==> src/csb_pkg.sv <==
package csb_pkg;

    // ------------------------------------------------------------
    // opcode bytes and fields
    // ------------------------------------------------------------
    localparam logic [7:0] PFX_BIT = 8'hCB;
    localparam logic [7:0] PFX_IDX1 = 8'hDD;
    localparam logic [7:0] PFX_IDX2 = 8'hFD;
    localparam logic [7:0] OP_ABS_JUMP = 8'hC3;
    localparam logic [7:0] OP_REL_JUMP = 8'h18;
    localparam logic [7:0] OP_REL_NOCARRY = 8'h30;
    localparam logic [7:0] OP_REL_CARRY = 8'h38;
    localparam logic [1:0] GRP_CLEAR = 2'h2;
    localparam logic [1:0] GRP_ABS_COND = 2'h3;
    localparam logic [2:0] LOW_ABS_COND = 3'h2;
    localparam logic [2:0] FIELD_MEM = 3'h6;
    localparam logic [2:0] REG_ACC = 3'h7;

    // ------------------------------------------------------------
    // flag bit positions and condition codes
    // ------------------------------------------------------------
    localparam int FLAG_CARRY = 0;
    localparam int FLAG_PARITY = 2;
    localparam int FLAG_ZERO = 6;
    localparam int FLAG_SIGN = 7;
    localparam logic [2:0] CC_NZ = 3'h0;
    localparam logic [2:0] CC_Z = 3'h1;
    localparam logic [2:0] CC_NC = 3'h2;
    localparam logic [2:0] CC_C = 3'h3;
    localparam logic [2:0] CC_PO = 3'h4;
    localparam logic [2:0] CC_PE = 3'h5;
    localparam logic [2:0] CC_P = 3'h6;
    localparam logic [2:0] CC_M = 3'h7;

    // ------------------------------------------------------------
    // machine cycle lengths in clock states, stored as length - 1
    // ------------------------------------------------------------
    localparam logic [2:0] T_OPFETCH = 3'h3;
    localparam logic [2:0] T_MEMRD3 = 3'h2;
    localparam logic [2:0] T_MEMRD4 = 3'h3;
    localparam logic [2:0] T_MEMWR = 3'h2;
    localparam logic [2:0] T_IDXCALC = 3'h4;
    localparam logic [2:0] T_RELADD = 3'h4;

    // ------------------------------------------------------------
    // load and view selectors, reset values
    // ------------------------------------------------------------
    localparam logic [3:0] SEL_FLAGS = 4'h6;
    localparam logic [3:0] SEL_IDX1 = 4'h8;
    localparam logic [3:0] SEL_IDX2 = 4'h9;
    localparam logic [3:0] SEL_PC = 4'hA;
    localparam logic [15:0] RESET_PC = 16'h0000;

    typedef enum logic [3:0] {
        ST_IDLE, ST_FETCH, ST_BITOP, ST_DISP, ST_IDXOP, ST_MEMRD, ST_MEMWR,
        ST_IMMLO, ST_IMMHI, ST_RELDISP, ST_RELADD
    } csb_state_e;

endpackage

==> src/csb_exec_if.sv <==
`timescale 1ns/1ns
interface csb_exec_if;
    logic [2:0] condCode;
    logic [7:0] flags;
    logic condTrue;
    logic [7:0] operand;
    logic [2:0] bitSel;
    logic [7:0] cleared;

    modport core (output condCode, output flags, input condTrue,
        output operand, output bitSel, input cleared);
    modport condSide (input condCode, input flags, output condTrue);
    modport clrSide (input operand, input bitSel, output cleared);
endinterface

==> src/csb_branch_core.sv <==
`timescale 1ns/1ns
module csb_branch_core #(
    parameter int ADDR_W = 16
) (
    // clock and reset
    input wire logic ref_clk,
    input wire logic nrst,
    // run control and state loading while idle
    input wire logic run,
    input wire logic loadEn,
    input wire logic [3:0] loadSel,
    input wire logic [15:0] loadData,
    input wire logic [3:0] viewSel,
    // memory bus
    input wire logic [7:0] memRdData,
    output logic [15:0] memAddr,
    output logic memRdEn,
    output logic memWrEn,
    output logic [7:0] memWrData,
    output logic opFetch,
    // status
    output logic busy,
    output logic instrDone,
    output logic [15:0] regView
);
    // ------------------------------------------------------------
    // elaboration check
    // ------------------------------------------------------------
    if (ADDR_W != 16) begin : gAddrCheck
        $error("address width must be 16");
    end

    // ------------------------------------------------------------
    // state
    // ------------------------------------------------------------
    typedef struct packed {
        csb_pkg::csb_state_e st;
        logic [2:0] tCnt;
        logic [15:0] pc;
        logic [15:0] idx1;
        logic [15:0] idx2;
        logic [7:0][7:0] regs;
        logic [7:0] flags;
        logic [1:0] idxSel;
        logic [7:0] opc;
        logic [7:0] disp;
        logic [7:0] tmpLo;
        logic [15:0] ea;
        logic [15:0] memAddr;
        logic memRdEn;
        logic memWrEn;
        logic [7:0] memWrData;
        logic opFetch;
        logic busy;
        logic instrDone;
        logic [15:0] regView;
    } csb_core_s;

    csb_core_s state_reg;
    csb_core_s state_next;
    csb_exec_if ex ();

    csb_cond_eval uCond (
        .ex(ex.condSide)
    );
    csb_bit_clear uClear (
        .ex(ex.clrSide)
    );

    // ------------------------------------------------------------
    // helpers
    // ------------------------------------------------------------
    function automatic logic [15:0] sext16(logic [7:0] d);
        return {{8{d[7]}}, d};
    endfunction

    function automatic logic [2:0] cycleLen(csb_pkg::csb_state_e st);
        case (st)
            csb_pkg::ST_FETCH: return csb_pkg::T_OPFETCH;
            csb_pkg::ST_BITOP: return csb_pkg::T_OPFETCH;
            csb_pkg::ST_IDXOP: return csb_pkg::T_IDXCALC;
            csb_pkg::ST_MEMRD: return csb_pkg::T_MEMRD4;
            csb_pkg::ST_MEMWR: return csb_pkg::T_MEMWR;
            csb_pkg::ST_RELADD: return csb_pkg::T_RELADD;
            default: return csb_pkg::T_MEMRD3;
        endcase
    endfunction

    // opens a machine cycle; its length fixes every instruction's state count
    function automatic csb_core_s enterCycle(csb_core_s s, csb_pkg::csb_state_e st,
            logic [15:0] a);
        csb_core_s r;
        r = s;
        r.st = st;
        r.tCnt = cycleLen(st);
        r.memAddr = a;
        r.memWrEn = (st == csb_pkg::ST_MEMWR);
        r.memRdEn = (st != csb_pkg::ST_MEMWR) && (st != csb_pkg::ST_RELADD)
            && (st != csb_pkg::ST_IDLE);
        r.opFetch = (st == csb_pkg::ST_FETCH) || (st == csb_pkg::ST_BITOP);
        r.busy = (st != csb_pkg::ST_IDLE);
        return r;
    endfunction

    function automatic csb_core_s finishInstr(csb_core_s s, logic go);
        csb_core_s r;
        r = s;
        r.instrDone = 1'b1;
        r.idxSel = 2'h0;
        if (go) begin
            r = enterCycle(r, csb_pkg::ST_FETCH, r.pc);
        end else begin
            r = enterCycle(r, csb_pkg::ST_IDLE, r.pc);
        end
        return r;
    endfunction

    // ------------------------------------------------------------
    // datapath feeds for the condition and clear units
    // ------------------------------------------------------------
    always_comb begin
        ex.flags = state_reg.flags;
        if (state_reg.st == csb_pkg::ST_RELDISP) begin
            ex.condCode = {1'b0, state_reg.opc[4:3]};
        end else begin
            ex.condCode = state_reg.opc[5:3];
        end
        if (state_reg.st == csb_pkg::ST_BITOP) begin
            ex.operand = state_reg.regs[memRdData[2:0]];
            ex.bitSel = memRdData[5:3];
        end else begin
            ex.operand = memRdData;
            ex.bitSel = state_reg.opc[5:3];
        end
    end

    // ------------------------------------------------------------
    // sequencer
    // ------------------------------------------------------------
    always_comb begin
        logic endCyc;
        logic [15:0] pcInc;
        logic [15:0] base;
        endCyc = (state_reg.tCnt == 3'h0);
        pcInc = state_reg.pc + 16'h0001;
        base = (state_reg.idxSel == 2'h2) ? state_reg.idx2 : state_reg.idx1;
        state_next = state_reg;
        state_next.instrDone = 1'b0;
        case (viewSel)
            csb_pkg::SEL_IDX1: state_next.regView = state_reg.idx1;
            csb_pkg::SEL_IDX2: state_next.regView = state_reg.idx2;
            csb_pkg::SEL_PC: state_next.regView = state_reg.pc;
            csb_pkg::SEL_FLAGS: state_next.regView = {8'h00, state_reg.flags};
            default: state_next.regView = {8'h00, state_reg.regs[viewSel[2:0]]};
        endcase
        if (state_reg.st != csb_pkg::ST_IDLE && !endCyc) begin
            state_next.tCnt = state_reg.tCnt - 3'h1;
        end else begin
            case (state_reg.st)
                csb_pkg::ST_IDLE: begin
                    // flags change only here; no instruction writes them
                    if (loadEn) begin
                        case (loadSel)
                            csb_pkg::SEL_IDX1: state_next.idx1 = loadData;
                            csb_pkg::SEL_IDX2: state_next.idx2 = loadData;
                            csb_pkg::SEL_PC: state_next.pc = loadData;
                            csb_pkg::SEL_FLAGS: state_next.flags = loadData[7:0];
                            default: state_next.regs[loadSel[2:0]] = loadData[7:0];
                        endcase
                    end else if (run) begin
                        state_next = enterCycle(state_next, csb_pkg::ST_FETCH, state_reg.pc);
                    end
                end
                csb_pkg::ST_FETCH: begin
                    state_next.opc = memRdData;
                    state_next.pc = pcInc;
                    if (memRdData == csb_pkg::PFX_IDX1 || memRdData == csb_pkg::PFX_IDX2) begin
                        state_next.idxSel = (memRdData == csb_pkg::PFX_IDX2) ? 2'h2 : 2'h1;
                        state_next = enterCycle(state_next, csb_pkg::ST_FETCH, pcInc);
                    end else if (memRdData == csb_pkg::PFX_BIT) begin
                        if (state_reg.idxSel != 2'h0) begin
                            state_next = enterCycle(state_next, csb_pkg::ST_DISP, pcInc);
                        end else begin
                            state_next = enterCycle(state_next, csb_pkg::ST_BITOP, pcInc);
                        end
                    end else if (memRdData == csb_pkg::OP_ABS_JUMP
                            || (memRdData[7:6] == csb_pkg::GRP_ABS_COND
                            && memRdData[2:0] == csb_pkg::LOW_ABS_COND)) begin
                        state_next = enterCycle(state_next, csb_pkg::ST_IMMLO, pcInc);
                    end else if (memRdData == csb_pkg::OP_REL_JUMP
                            || memRdData == csb_pkg::OP_REL_CARRY
                            || memRdData == csb_pkg::OP_REL_NOCARRY) begin
                        state_next = enterCycle(state_next, csb_pkg::ST_RELDISP, pcInc);
                    end else begin
                        // opcodes served elsewhere pass as a four-state no-op
                        state_next = finishInstr(state_next, run);
                    end
                end
                csb_pkg::ST_BITOP: begin
                    state_next.opc = memRdData;
                    state_next.pc = pcInc;
                    if (memRdData[7:6] != csb_pkg::GRP_CLEAR) begin
                        state_next = finishInstr(state_next, run);
                    end else if (memRdData[2:0] == csb_pkg::FIELD_MEM) begin
                        state_next.ea = {state_reg.regs[4], state_reg.regs[5]};
                        state_next = enterCycle(state_next, csb_pkg::ST_MEMRD, state_next.ea);
                    end else begin
                        state_next.regs[memRdData[2:0]] = ex.cleared;
                        state_next = finishInstr(state_next, run);
                    end
                end
                csb_pkg::ST_DISP: begin
                    state_next.disp = memRdData;
                    state_next.pc = pcInc;
                    state_next = enterCycle(state_next, csb_pkg::ST_IDXOP, pcInc);
                end
                csb_pkg::ST_IDXOP: begin
                    state_next.opc = memRdData;
                    state_next.pc = pcInc;
                    state_next.ea = base + sext16(state_reg.disp);
                    if (memRdData[7:6] == csb_pkg::GRP_CLEAR) begin
                        state_next = enterCycle(state_next, csb_pkg::ST_MEMRD, state_next.ea);
                    end else begin
                        state_next = finishInstr(state_next, run);
                    end
                end
                csb_pkg::ST_MEMRD: begin
                    state_next.memWrData = ex.cleared;
                    state_next = enterCycle(state_next, csb_pkg::ST_MEMWR, state_reg.ea);
                end
                csb_pkg::ST_MEMWR: begin
                    state_next = finishInstr(state_next, run);
                end
                csb_pkg::ST_IMMLO: begin
                    state_next.tmpLo = memRdData;
                    state_next.pc = pcInc;
                    state_next = enterCycle(state_next, csb_pkg::ST_IMMHI, pcInc);
                end
                csb_pkg::ST_IMMHI: begin
                    if (state_reg.opc == csb_pkg::OP_ABS_JUMP || ex.condTrue) begin
                        state_next.pc = {memRdData, state_reg.tmpLo};
                    end else begin
                        state_next.pc = pcInc;
                    end
                    state_next = finishInstr(state_next, run);
                end
                csb_pkg::ST_RELDISP: begin
                    state_next.disp = memRdData;
                    state_next.pc = pcInc;
                    if (state_reg.opc == csb_pkg::OP_REL_JUMP || ex.condTrue) begin
                        state_next = enterCycle(state_next, csb_pkg::ST_RELADD, pcInc);
                    end else begin
                        state_next = finishInstr(state_next, run);
                    end
                end
                csb_pkg::ST_RELADD: begin
                    // counter already past both bytes, giving -126..+129 from opcode
                    state_next.pc = state_reg.pc + sext16(state_reg.disp);
                    state_next = finishInstr(state_next, run);
                end
                default: begin
                    state_next = enterCycle(state_next, csb_pkg::ST_IDLE, state_reg.pc);
                end
            endcase
        end
    end

    always_ff @(posedge ref_clk or negedge nrst) begin
        if (!nrst) begin
            state_reg <= '0;
            state_reg.pc <= csb_pkg::RESET_PC;
        end else begin
            state_reg <= state_next;
        end
    end

    // ------------------------------------------------------------
    // outputs
    // ------------------------------------------------------------
    assign memAddr = state_reg.memAddr;
    assign memRdEn = state_reg.memRdEn;
    assign memWrEn = state_reg.memWrEn;
    assign memWrData = state_reg.memWrData;
    assign opFetch = state_reg.opFetch;
    assign busy = state_reg.busy;
    assign instrDone = state_reg.instrDone;
    assign regView = state_reg.regView;

endmodule

==> src/csb_cond_eval.sv <==
`timescale 1ns/1ns
module csb_cond_eval (
    // condition request and answer
    csb_exec_if.condSide ex
);
    always_comb begin
        case (ex.condCode)
            csb_pkg::CC_NZ: ex.condTrue = ~ex.flags[csb_pkg::FLAG_ZERO];
            csb_pkg::CC_Z: ex.condTrue = ex.flags[csb_pkg::FLAG_ZERO];
            csb_pkg::CC_NC: ex.condTrue = ~ex.flags[csb_pkg::FLAG_CARRY];
            csb_pkg::CC_C: ex.condTrue = ex.flags[csb_pkg::FLAG_CARRY];
            csb_pkg::CC_PO: ex.condTrue = ~ex.flags[csb_pkg::FLAG_PARITY];
            csb_pkg::CC_PE: ex.condTrue = ex.flags[csb_pkg::FLAG_PARITY];
            csb_pkg::CC_P: ex.condTrue = ~ex.flags[csb_pkg::FLAG_SIGN];
            csb_pkg::CC_M: ex.condTrue = ex.flags[csb_pkg::FLAG_SIGN];
            default: ex.condTrue = 1'b0;
        endcase
    end
endmodule

==> src/csb_bit_clear.sv <==
`timescale 1ns/1ns
module csb_bit_clear (
    // operand in, cleared operand out
    csb_exec_if.clrSide ex
);
    // bit 0 is the least significant bit of the operand
    always_comb begin
        ex.cleared = ex.operand & ~(8'h01 << ex.bitSel);
    end
endmodule

==> config.mk <==
export PLATFORM = sky130hd
export DESIGN_NAME = csb_branch_core
export DESIGN_NICKNAME = d
export VERILOG_FILES = /design/src/csb_pkg.sv /design/src/csb_exec_if.sv /design/src/csb_branch_core.sv /design/src/csb_cond_eval.sv /design/src/csb_bit_clear.sv
export SDC_FILE = /design/constraint.sdc
export NUM_CORES = 1
export LEC_CHECK = 0
export BUFFER_PORTS_ARGS = -buffer_cell sky130_fd_sc_hd__buf_2
export CAP_MARGIN = 40
export CORE_UTILIZATION = 39
export CTS_BUF_LIST = sky130_fd_sc_hd__clkbuf_8
export DETAILED_ROUTE_END_ITERATION = 10
export PLACE_DENSITY = 0.63
export SLEW_MARGIN = 0
export SYNTH_ARGS = -nofsm -noshare
export SYNTH_HDL_FRONTEND = slang
export SYNTH_SLANG_ARGS = --single-unit
==> constraint.sdc <==
create_clock -name ref_clk -period 4.54 [get_ports ref_clk]
set_clock_uncertainty 0.1 [all_clocks]
set_input_delay 0.227 -clock ref_clk [delete_from_list [all_inputs] [get_ports ref_clk]]
set_output_delay 0.227 -clock ref_clk [all_outputs]
set_load 0.005 [all_outputs]
Word level (Yosys, flattened, before mapping)
Cells that the tools add are included.
Widths: inputs -> output; s select.
{"block": "totals", "register_bits": 214, "latchBits": 0, "ramBits": 0, "rom_bits": 0, "input_bits": 36, "mem_count": 0}
{"block": "op_classes", "n_addsub": 4, "n_mul": 0, "div_mod_pow": 0, "magnitude_cmp": 5, "n_eq_ne": 62, "n_shift": 1, "n_mux": 46, "n_bitwise": 16, "n_reduce_logical": 37}
{"cell": "$pmux 214 s11", "count": 1}
{"cell": "$mux 211", "count": 8}
{"cell": "$mux 214", "count": 7}
{"cell": "$mux 213", "count": 2}
{"cell": "$bwmux 64", "count": 2}
{"cell": "$mux 120", "count": 1}
{"cell": "$mux 87", "count": 1}
{"cell": "$mux 16", "count": 5}
{"cell": "$reduce_and 17->1", "count": 4}
{"cell": "$mux 64", "count": 1}
{"cell": "$pmux 16 s4", "count": 1}
{"cell": "$bmux 8 s3", "count": 2}
{"cell": "$demux 8 s3", "count": 2}
{"cell": "$mux 8", "count": 6}
{"cell": "$reduce_and 15->1", "count": 3}
{"cell": "$eq 8x8->1 const B", "count": 5}
{"cell": "$eq 4x4->1 const B", "count": 9}
{"cell": "$add 16x16->16", "count": 2}
{"cell": "$eq 4x3->1 const B", "count": 6}
{"cell": "$ne 2x2->1 const B", "count": 11}
{"cell": "$ne 3x3->1 const B", "count": 6}
{"cell": "$mux 17", "count": 1}
{"cell": "$add 16x1->16 const B", "count": 1}
{"cell": "$eq 8x5->1 const B", "count": 2}
{"cell": "37 further kinds", "count": 82}

Logic depth before layout (Yosys ltp)
{"block": "logic_depth", "ltp_word": 11, "depth_mapped": 14}

By module
From an unflattened synthesis, not the netlist that was laid out.
{"block": "hier_totals", "hier_cells": 1722, "area_unflattened_um2": 15129.5}
{"mod": "csb_branch_core", "instances": 1, "cells_each": 1706, "area_per_inst_um2": 15011.9, "seq_area_each_um2": 5355.1}
{"mod": "csb_bit_clear", "instances": 1, "cells_each": 14, "area_per_inst_um2": 86.3, "seq_area_each_um2": 0.0}
{"mod": "csb_cond_eval", "instances": 1, "cells_each": 2, "area_per_inst_um2": 31.3, "seq_area_each_um2": 0.0}

Worst setup path after synthesis
Ideal clock, no wire load.
{"block": "synth_path", "path_type": "flip-flop to flip-flop", "from": "register state_reg[86] in the netlist's numbering", "to": "register state_reg (netlist bit memAddr[11])", "arrival_ns": 3.269, "required_time_ns": 4.314, "setup_slack_ns": 1.045, "path_stages_with_launch": 13, "path_buffers": 2, "period_less_slack_ns": 3.495, "cell_sequence": "dfrtp_1 > nand2b_1 > clkbuf_1 > buf_1 > mux2_2 > ha_1 > a211oi_1 > o221ai_1 > a41oi_1 > o21ai_0 > xor2_1 > a221o_1 > a2bb2oi_1"}
{"block": "synth_via", "elab_chain_len": 5}
{"item": "start, declared", "line": "csb_branch_core.sv:59", "rtl": "csb_core_s state_reg;"}
{"item": "start signal, assigned", "line": "csb_branch_core.sv:273", "rtl": "state_reg <= state_next;"}
{"item": "$eq 2x2->1", "line": "csb_branch_core.sv:146", "rtl": "base = (state_reg.idxSel == 2'h2) ? state_reg.idx2 : state_reg.idx1;"}
{"item": "$mux 16", "line": "csb_branch_core.sv:146"}
{"item": "$add 16x16->16", "line": "csb_branch_core.sv:220", "rtl": "state_next.ea = base + sext16(state_reg.disp);"}
{"item": "$mux 213", "line": "csb_branch_core.sv:221", "rtl": "if (memRdData[7:6] == csb_pkg::GRP_CLEAR) begin"}
{"item": "$pmux 214 s11", "line": "csb_branch_core.sv:159", "rtl": "case (state_reg.st)"}
Every way passes these cells. The select of a mux whose other input is x is not followed.
A chain may end at the register's enable or synchronous reset.

Final worst setup path
{"block": "layout_path", "from": "register state_reg[85] in the netlist's numbering", "to": "register state_reg (netlist bit memAddr[11])"}
The elaborated chain is that of the path after synthesis.

==> metrics.md <==
| Metric | Value |
|---|---|
| Setup Viol. Count Final | `0` |
| Setup TNS | `0 ns` |
| Vias in the first global route | `14,264` |
| Die span in y | `200 um` |
| Register area share after synthesis | `35.0%` |
| IO Pins | `81` |
| Cell Rows | `72` |
| R2R Setup Slk | `0.78 ns` |
| Fmax | `266 MHz` |
| Seq. cell area | `0.00536 mm2` |
| CP startpoint kind | `flip-flop` |
| Post-Synthesis Net Count | `1,843` |
| Max-Cap Viols | `0` |
| Asr flop ratio synth | `100%` |
| First-pass GRT wire length | `88.1 mm` |
| Post-synthesis mux area share | `11.0%` |
| Clock sink count | `214` |
| Filler instances | `3,840` |
| Netlist cell types | `87` |
| Congestion Overflow GR | `0` |
| Clock Tree Buf Depth | `3` |
| Slew HR | `36.0%` |
| Via density | `6.30` |
| Ys Warns | `0` |
| RSZ-0062 raised after global routing | `no` |
| Post-Route WL | `58.1 mm` |
| Largest net degree at the start of global routing | `124` |
| Pwr Density | `674 mW/mm2` |
| Post-synth EDFFs | `0` |
| Status | `completed` |
| Clock latency on the worst-skew pair | `0.65 ns` |
| P&R area growth vs syn | `11.2%` |
| DRC | `0` |
| Synth Area per Inst | `8.66 um2` |
| Drt first pass iters | `7` |
| Endpoints failing hold | `0` |
| Syn Inst Count | `1,767` |
| CTS clk-pin slew, worst paths | `0.06 ns` |
| Fin Hold WS | `0.0511 ns` |
| Post-synthesis adder-cell area fraction | `3.37%` |
| Fraction of layout cells with a size suffix above 1 | `15.8%` |
| Inserted Clock Buffers | `41` |
| Post-DP HPWL | `42.4 mm` |
| Wire per inst | `24.8 um` |
| ANT nets after route | `0` |
| Primary FF master, synth | `dfrtp_1` |
| Xor and xnor area share after synthesis | `2.06%` |
| Initial antenna violation count | `2` |
| DR iter-0 viols | `1,531` |
| Main combinational cell family by area after synthesis | `compound AO/OA/AOI/OAI gates` |
| Multi-input combinational cell area | `0.00902 mm2` |
| Hold Crit Class | `input pin to flip-flop` |
| GRT Overall Usage | `29.6%` |
| Synthesized cell area | `0.0153 mm2` |
| Synth Area in Simple Gates | `17.3%` |
| Die Wd | `200 um` |
| Register bit total from synthesis | `214` |
| Slew @ Worst Pin | `0.955 ns` |
| Max reg flops | `161` |
| Crit path max fanout | `13` |
| Nets@finish | `1,867` |
| CP Capture Type | `flip-flop` |
| Port buffer count | `80` |
| Fin crit period | `3.76 ns` |
| Clk root buf | `clkbuf_8` |
| Maximum vdd drop | `250 uV` |
| Final Slew Violations | `0` |
| CTS tree | `built` |
| Core area | `0.0386 mm2` |
| Critical path class | `flip-flop to flip-flop` |
| Initial core utilization | `39.6%` |
| Req. time, crit path | `4.95 ns` |
| GPL Wtd Cong | `0.969` |
| H-tree depth | `2` |
| Synth Area in Compound Gates | `25.1%` |
| Lkg Pwr | `7.24 nW` |
| Die ar. | `0.0400 mm2` |
| DR vias | `14,739` |
| Tcrit/Tclk final | `82.9%` |
| Crit path arrival time | `4.17 ns` |
## area by class of cell
class / count / area share (%)
clock buffers: 53 / 4.29
well taps: 518 / 3.81
repair buffers: 149 / 5.90
inverters: 37 / 0.816
clock inverters: 21 / 0.669
flip-flops and latches: 214 / 31.5
multi-input cells: 1348 / 53.0
diodes: 1 / 0.0147
## what timing repair did
item                      in CTS  in global routing
hold buffers                  23                  0
buffers inserted               0                  0
hold endpoints to repair     162                  0
gates resized for setup        0                  0
## critical path: stages (launching register included)
cell and delay, ns:
dfrtp_1 0.37, nand2b_1 0.56, mux2_2 0.41, ha_1 0.35
a211oi_1 0.37, o221ai_1 0.21, a41oi_1 0.39, o21ai_0 0.20
xor2_1 0.21, a221o_1 0.34, a2bb2oi_1 0.13
## synthesized netlist by cell type (14+ instances only)
| library cell | count | area, um2 |
|---|---|---|
| a211oi_1 | 16 | 120 |
| a21oi_1 | 89 | 445 |
| a221oi_1 | 24 | 210 |
| a22o_1 | 15 | 131 |
| a22oi_1 | 36 | 270 |
| a31oi_1 | 18 | 113 |
| buf_1 | 22 | 82.6 |
| buf_2 | 24 | 120 |
| buf_4 | 40 | 300 |
| clkbuf_1 | 82 | 308 |
| dfrtp_1 | 214 | 5360 |
| ha_1 | 38 | 475 |
| inv_1 | 34 | 128 |
| mux2_2 | 53 | 597 |
| mux2i_1 | 80 | 801 |
| nand2_1 | 258 | 968 |
| nand2b_1 | 22 | 138 |
| nand3_1 | 40 | 200 |
| nor2_1 | 110 | 413 |
| nor2b_1 | 18 | 113 |
| nor3_1 | 26 | 130 |
| o211ai_1 | 25 | 188 |
| o21ai_0 | 150 | 751 |
| o221ai_1 | 51 | 447 |
| o22ai_1 | 14 | 87.6 |
| or3_1 | 22 | 138 |
| xnor2_1 | 22 | 193 |
| xor2_1 | 14 | 123 |
## report_power, final
group	switching (mW)	total, mW	internal (mW)
clock	0.942	2.00	1.06
sequential	1.04	3.70	2.67
combinational	3.58	5.77	2.19
total	5.56	11.5	5.91
## per-stage QoR
| stage | setup slack (ns) | cell area, um2 | power (mW) | util, % | instances |
|---|---|---|---|---|---|
| finish | 0.777 | 17000 | 11.5 | 44.0 | 2341 |
| global placement | 0.958 | 15900 | 9.22 | 41.1 | 2237 |
| global route | 0.610 | 17000 | 12.2 | 44.0 | 2340 |
| floorplan | 1.05 | 15300 | 7.44 | - | 1767 |
| CTS | 0.827 | 17000 | 11.4 | 44.0 | 2339 |
| detailed placement | 0.825 | 15900 | 9.31 | 41.2 | 2242 |
## path summary, 6_finish.rpt
check	startpoint	end	depth (start not counted)
worst max-delay path	state_reg[85]$_DFFE_PN0P_	memAddr[11]$_DFFE_PN0P_	10
worst min-delay path	loadData[8]	state_reg[183]$_DFFE_PN0P_	3
worst max register to register	state_reg[85]$_DFFE_PN0P_	memAddr[11]$_DFFE_PN0P_	10
worst min register to register	opFetch$_DFFE_PN0P_	opFetch$_DFFE_PN0P_	2
max in group asynchronous	nrst	state_reg[210]$_DFFE_PN0P_	3
min in group asynchronous	nrst	state_reg[202]$_DFFE_PN0P_	2
## cells by family (layout without fill, tap and decap cells)
kind of cell    count (synthesis)  count (layout)
mux                           146             146
xor+xnor                       36              36
buf+inv                       205             260
flops                         214             214
other cells                     0               1
fa+ha+maj                      40              40
simple gates                  564             564
compound gates                562             562
## metal layers
metal	track usage, %	share of wire [%]	vias up
met4	16.9	5.6	0
li1	-	-	6634
met5	0	0	-
met2	45.7	45	764
met3	5.76	8.3	180
met1	38.7	41	7161
## cell usage in the layout, fill, tap and decap left out, types with 9 or more instances in the layout
cell	synthesis	final
mux4_2	11	11
xnor2_1	22	22
a22oi_1	36	36
ha_1	38	38
nor2b_1	18	18
o21ai_0	150	149
mux2i_1	80	80
inv_1	34	44
buf_2	24	80
o21a_1	9	9
o211ai_1	25	25
a222oi_1	10	10
nand2b_1	22	22
or3_1	22	22
clkbuf_8	0	53
a32oi_1	12	12
o22ai_1	14	14
a211oi_1	16	16
a21oi_1	89	89
o221ai_1	51	51
a221oi_1	24	24
buf_4	40	42
a22o_1	15	15
nor3_1	26	24
nor2_1	110	110
dfrtp_1	214	214
xor2_1	14	14
a31oi_1	18	18
mux2_2	53	53
o31ai_1	13	13
nand3_1	40	40
dlygate4sd3_1	0	23
nand2_1	258	258
Power figures use the tool's default switching activity.
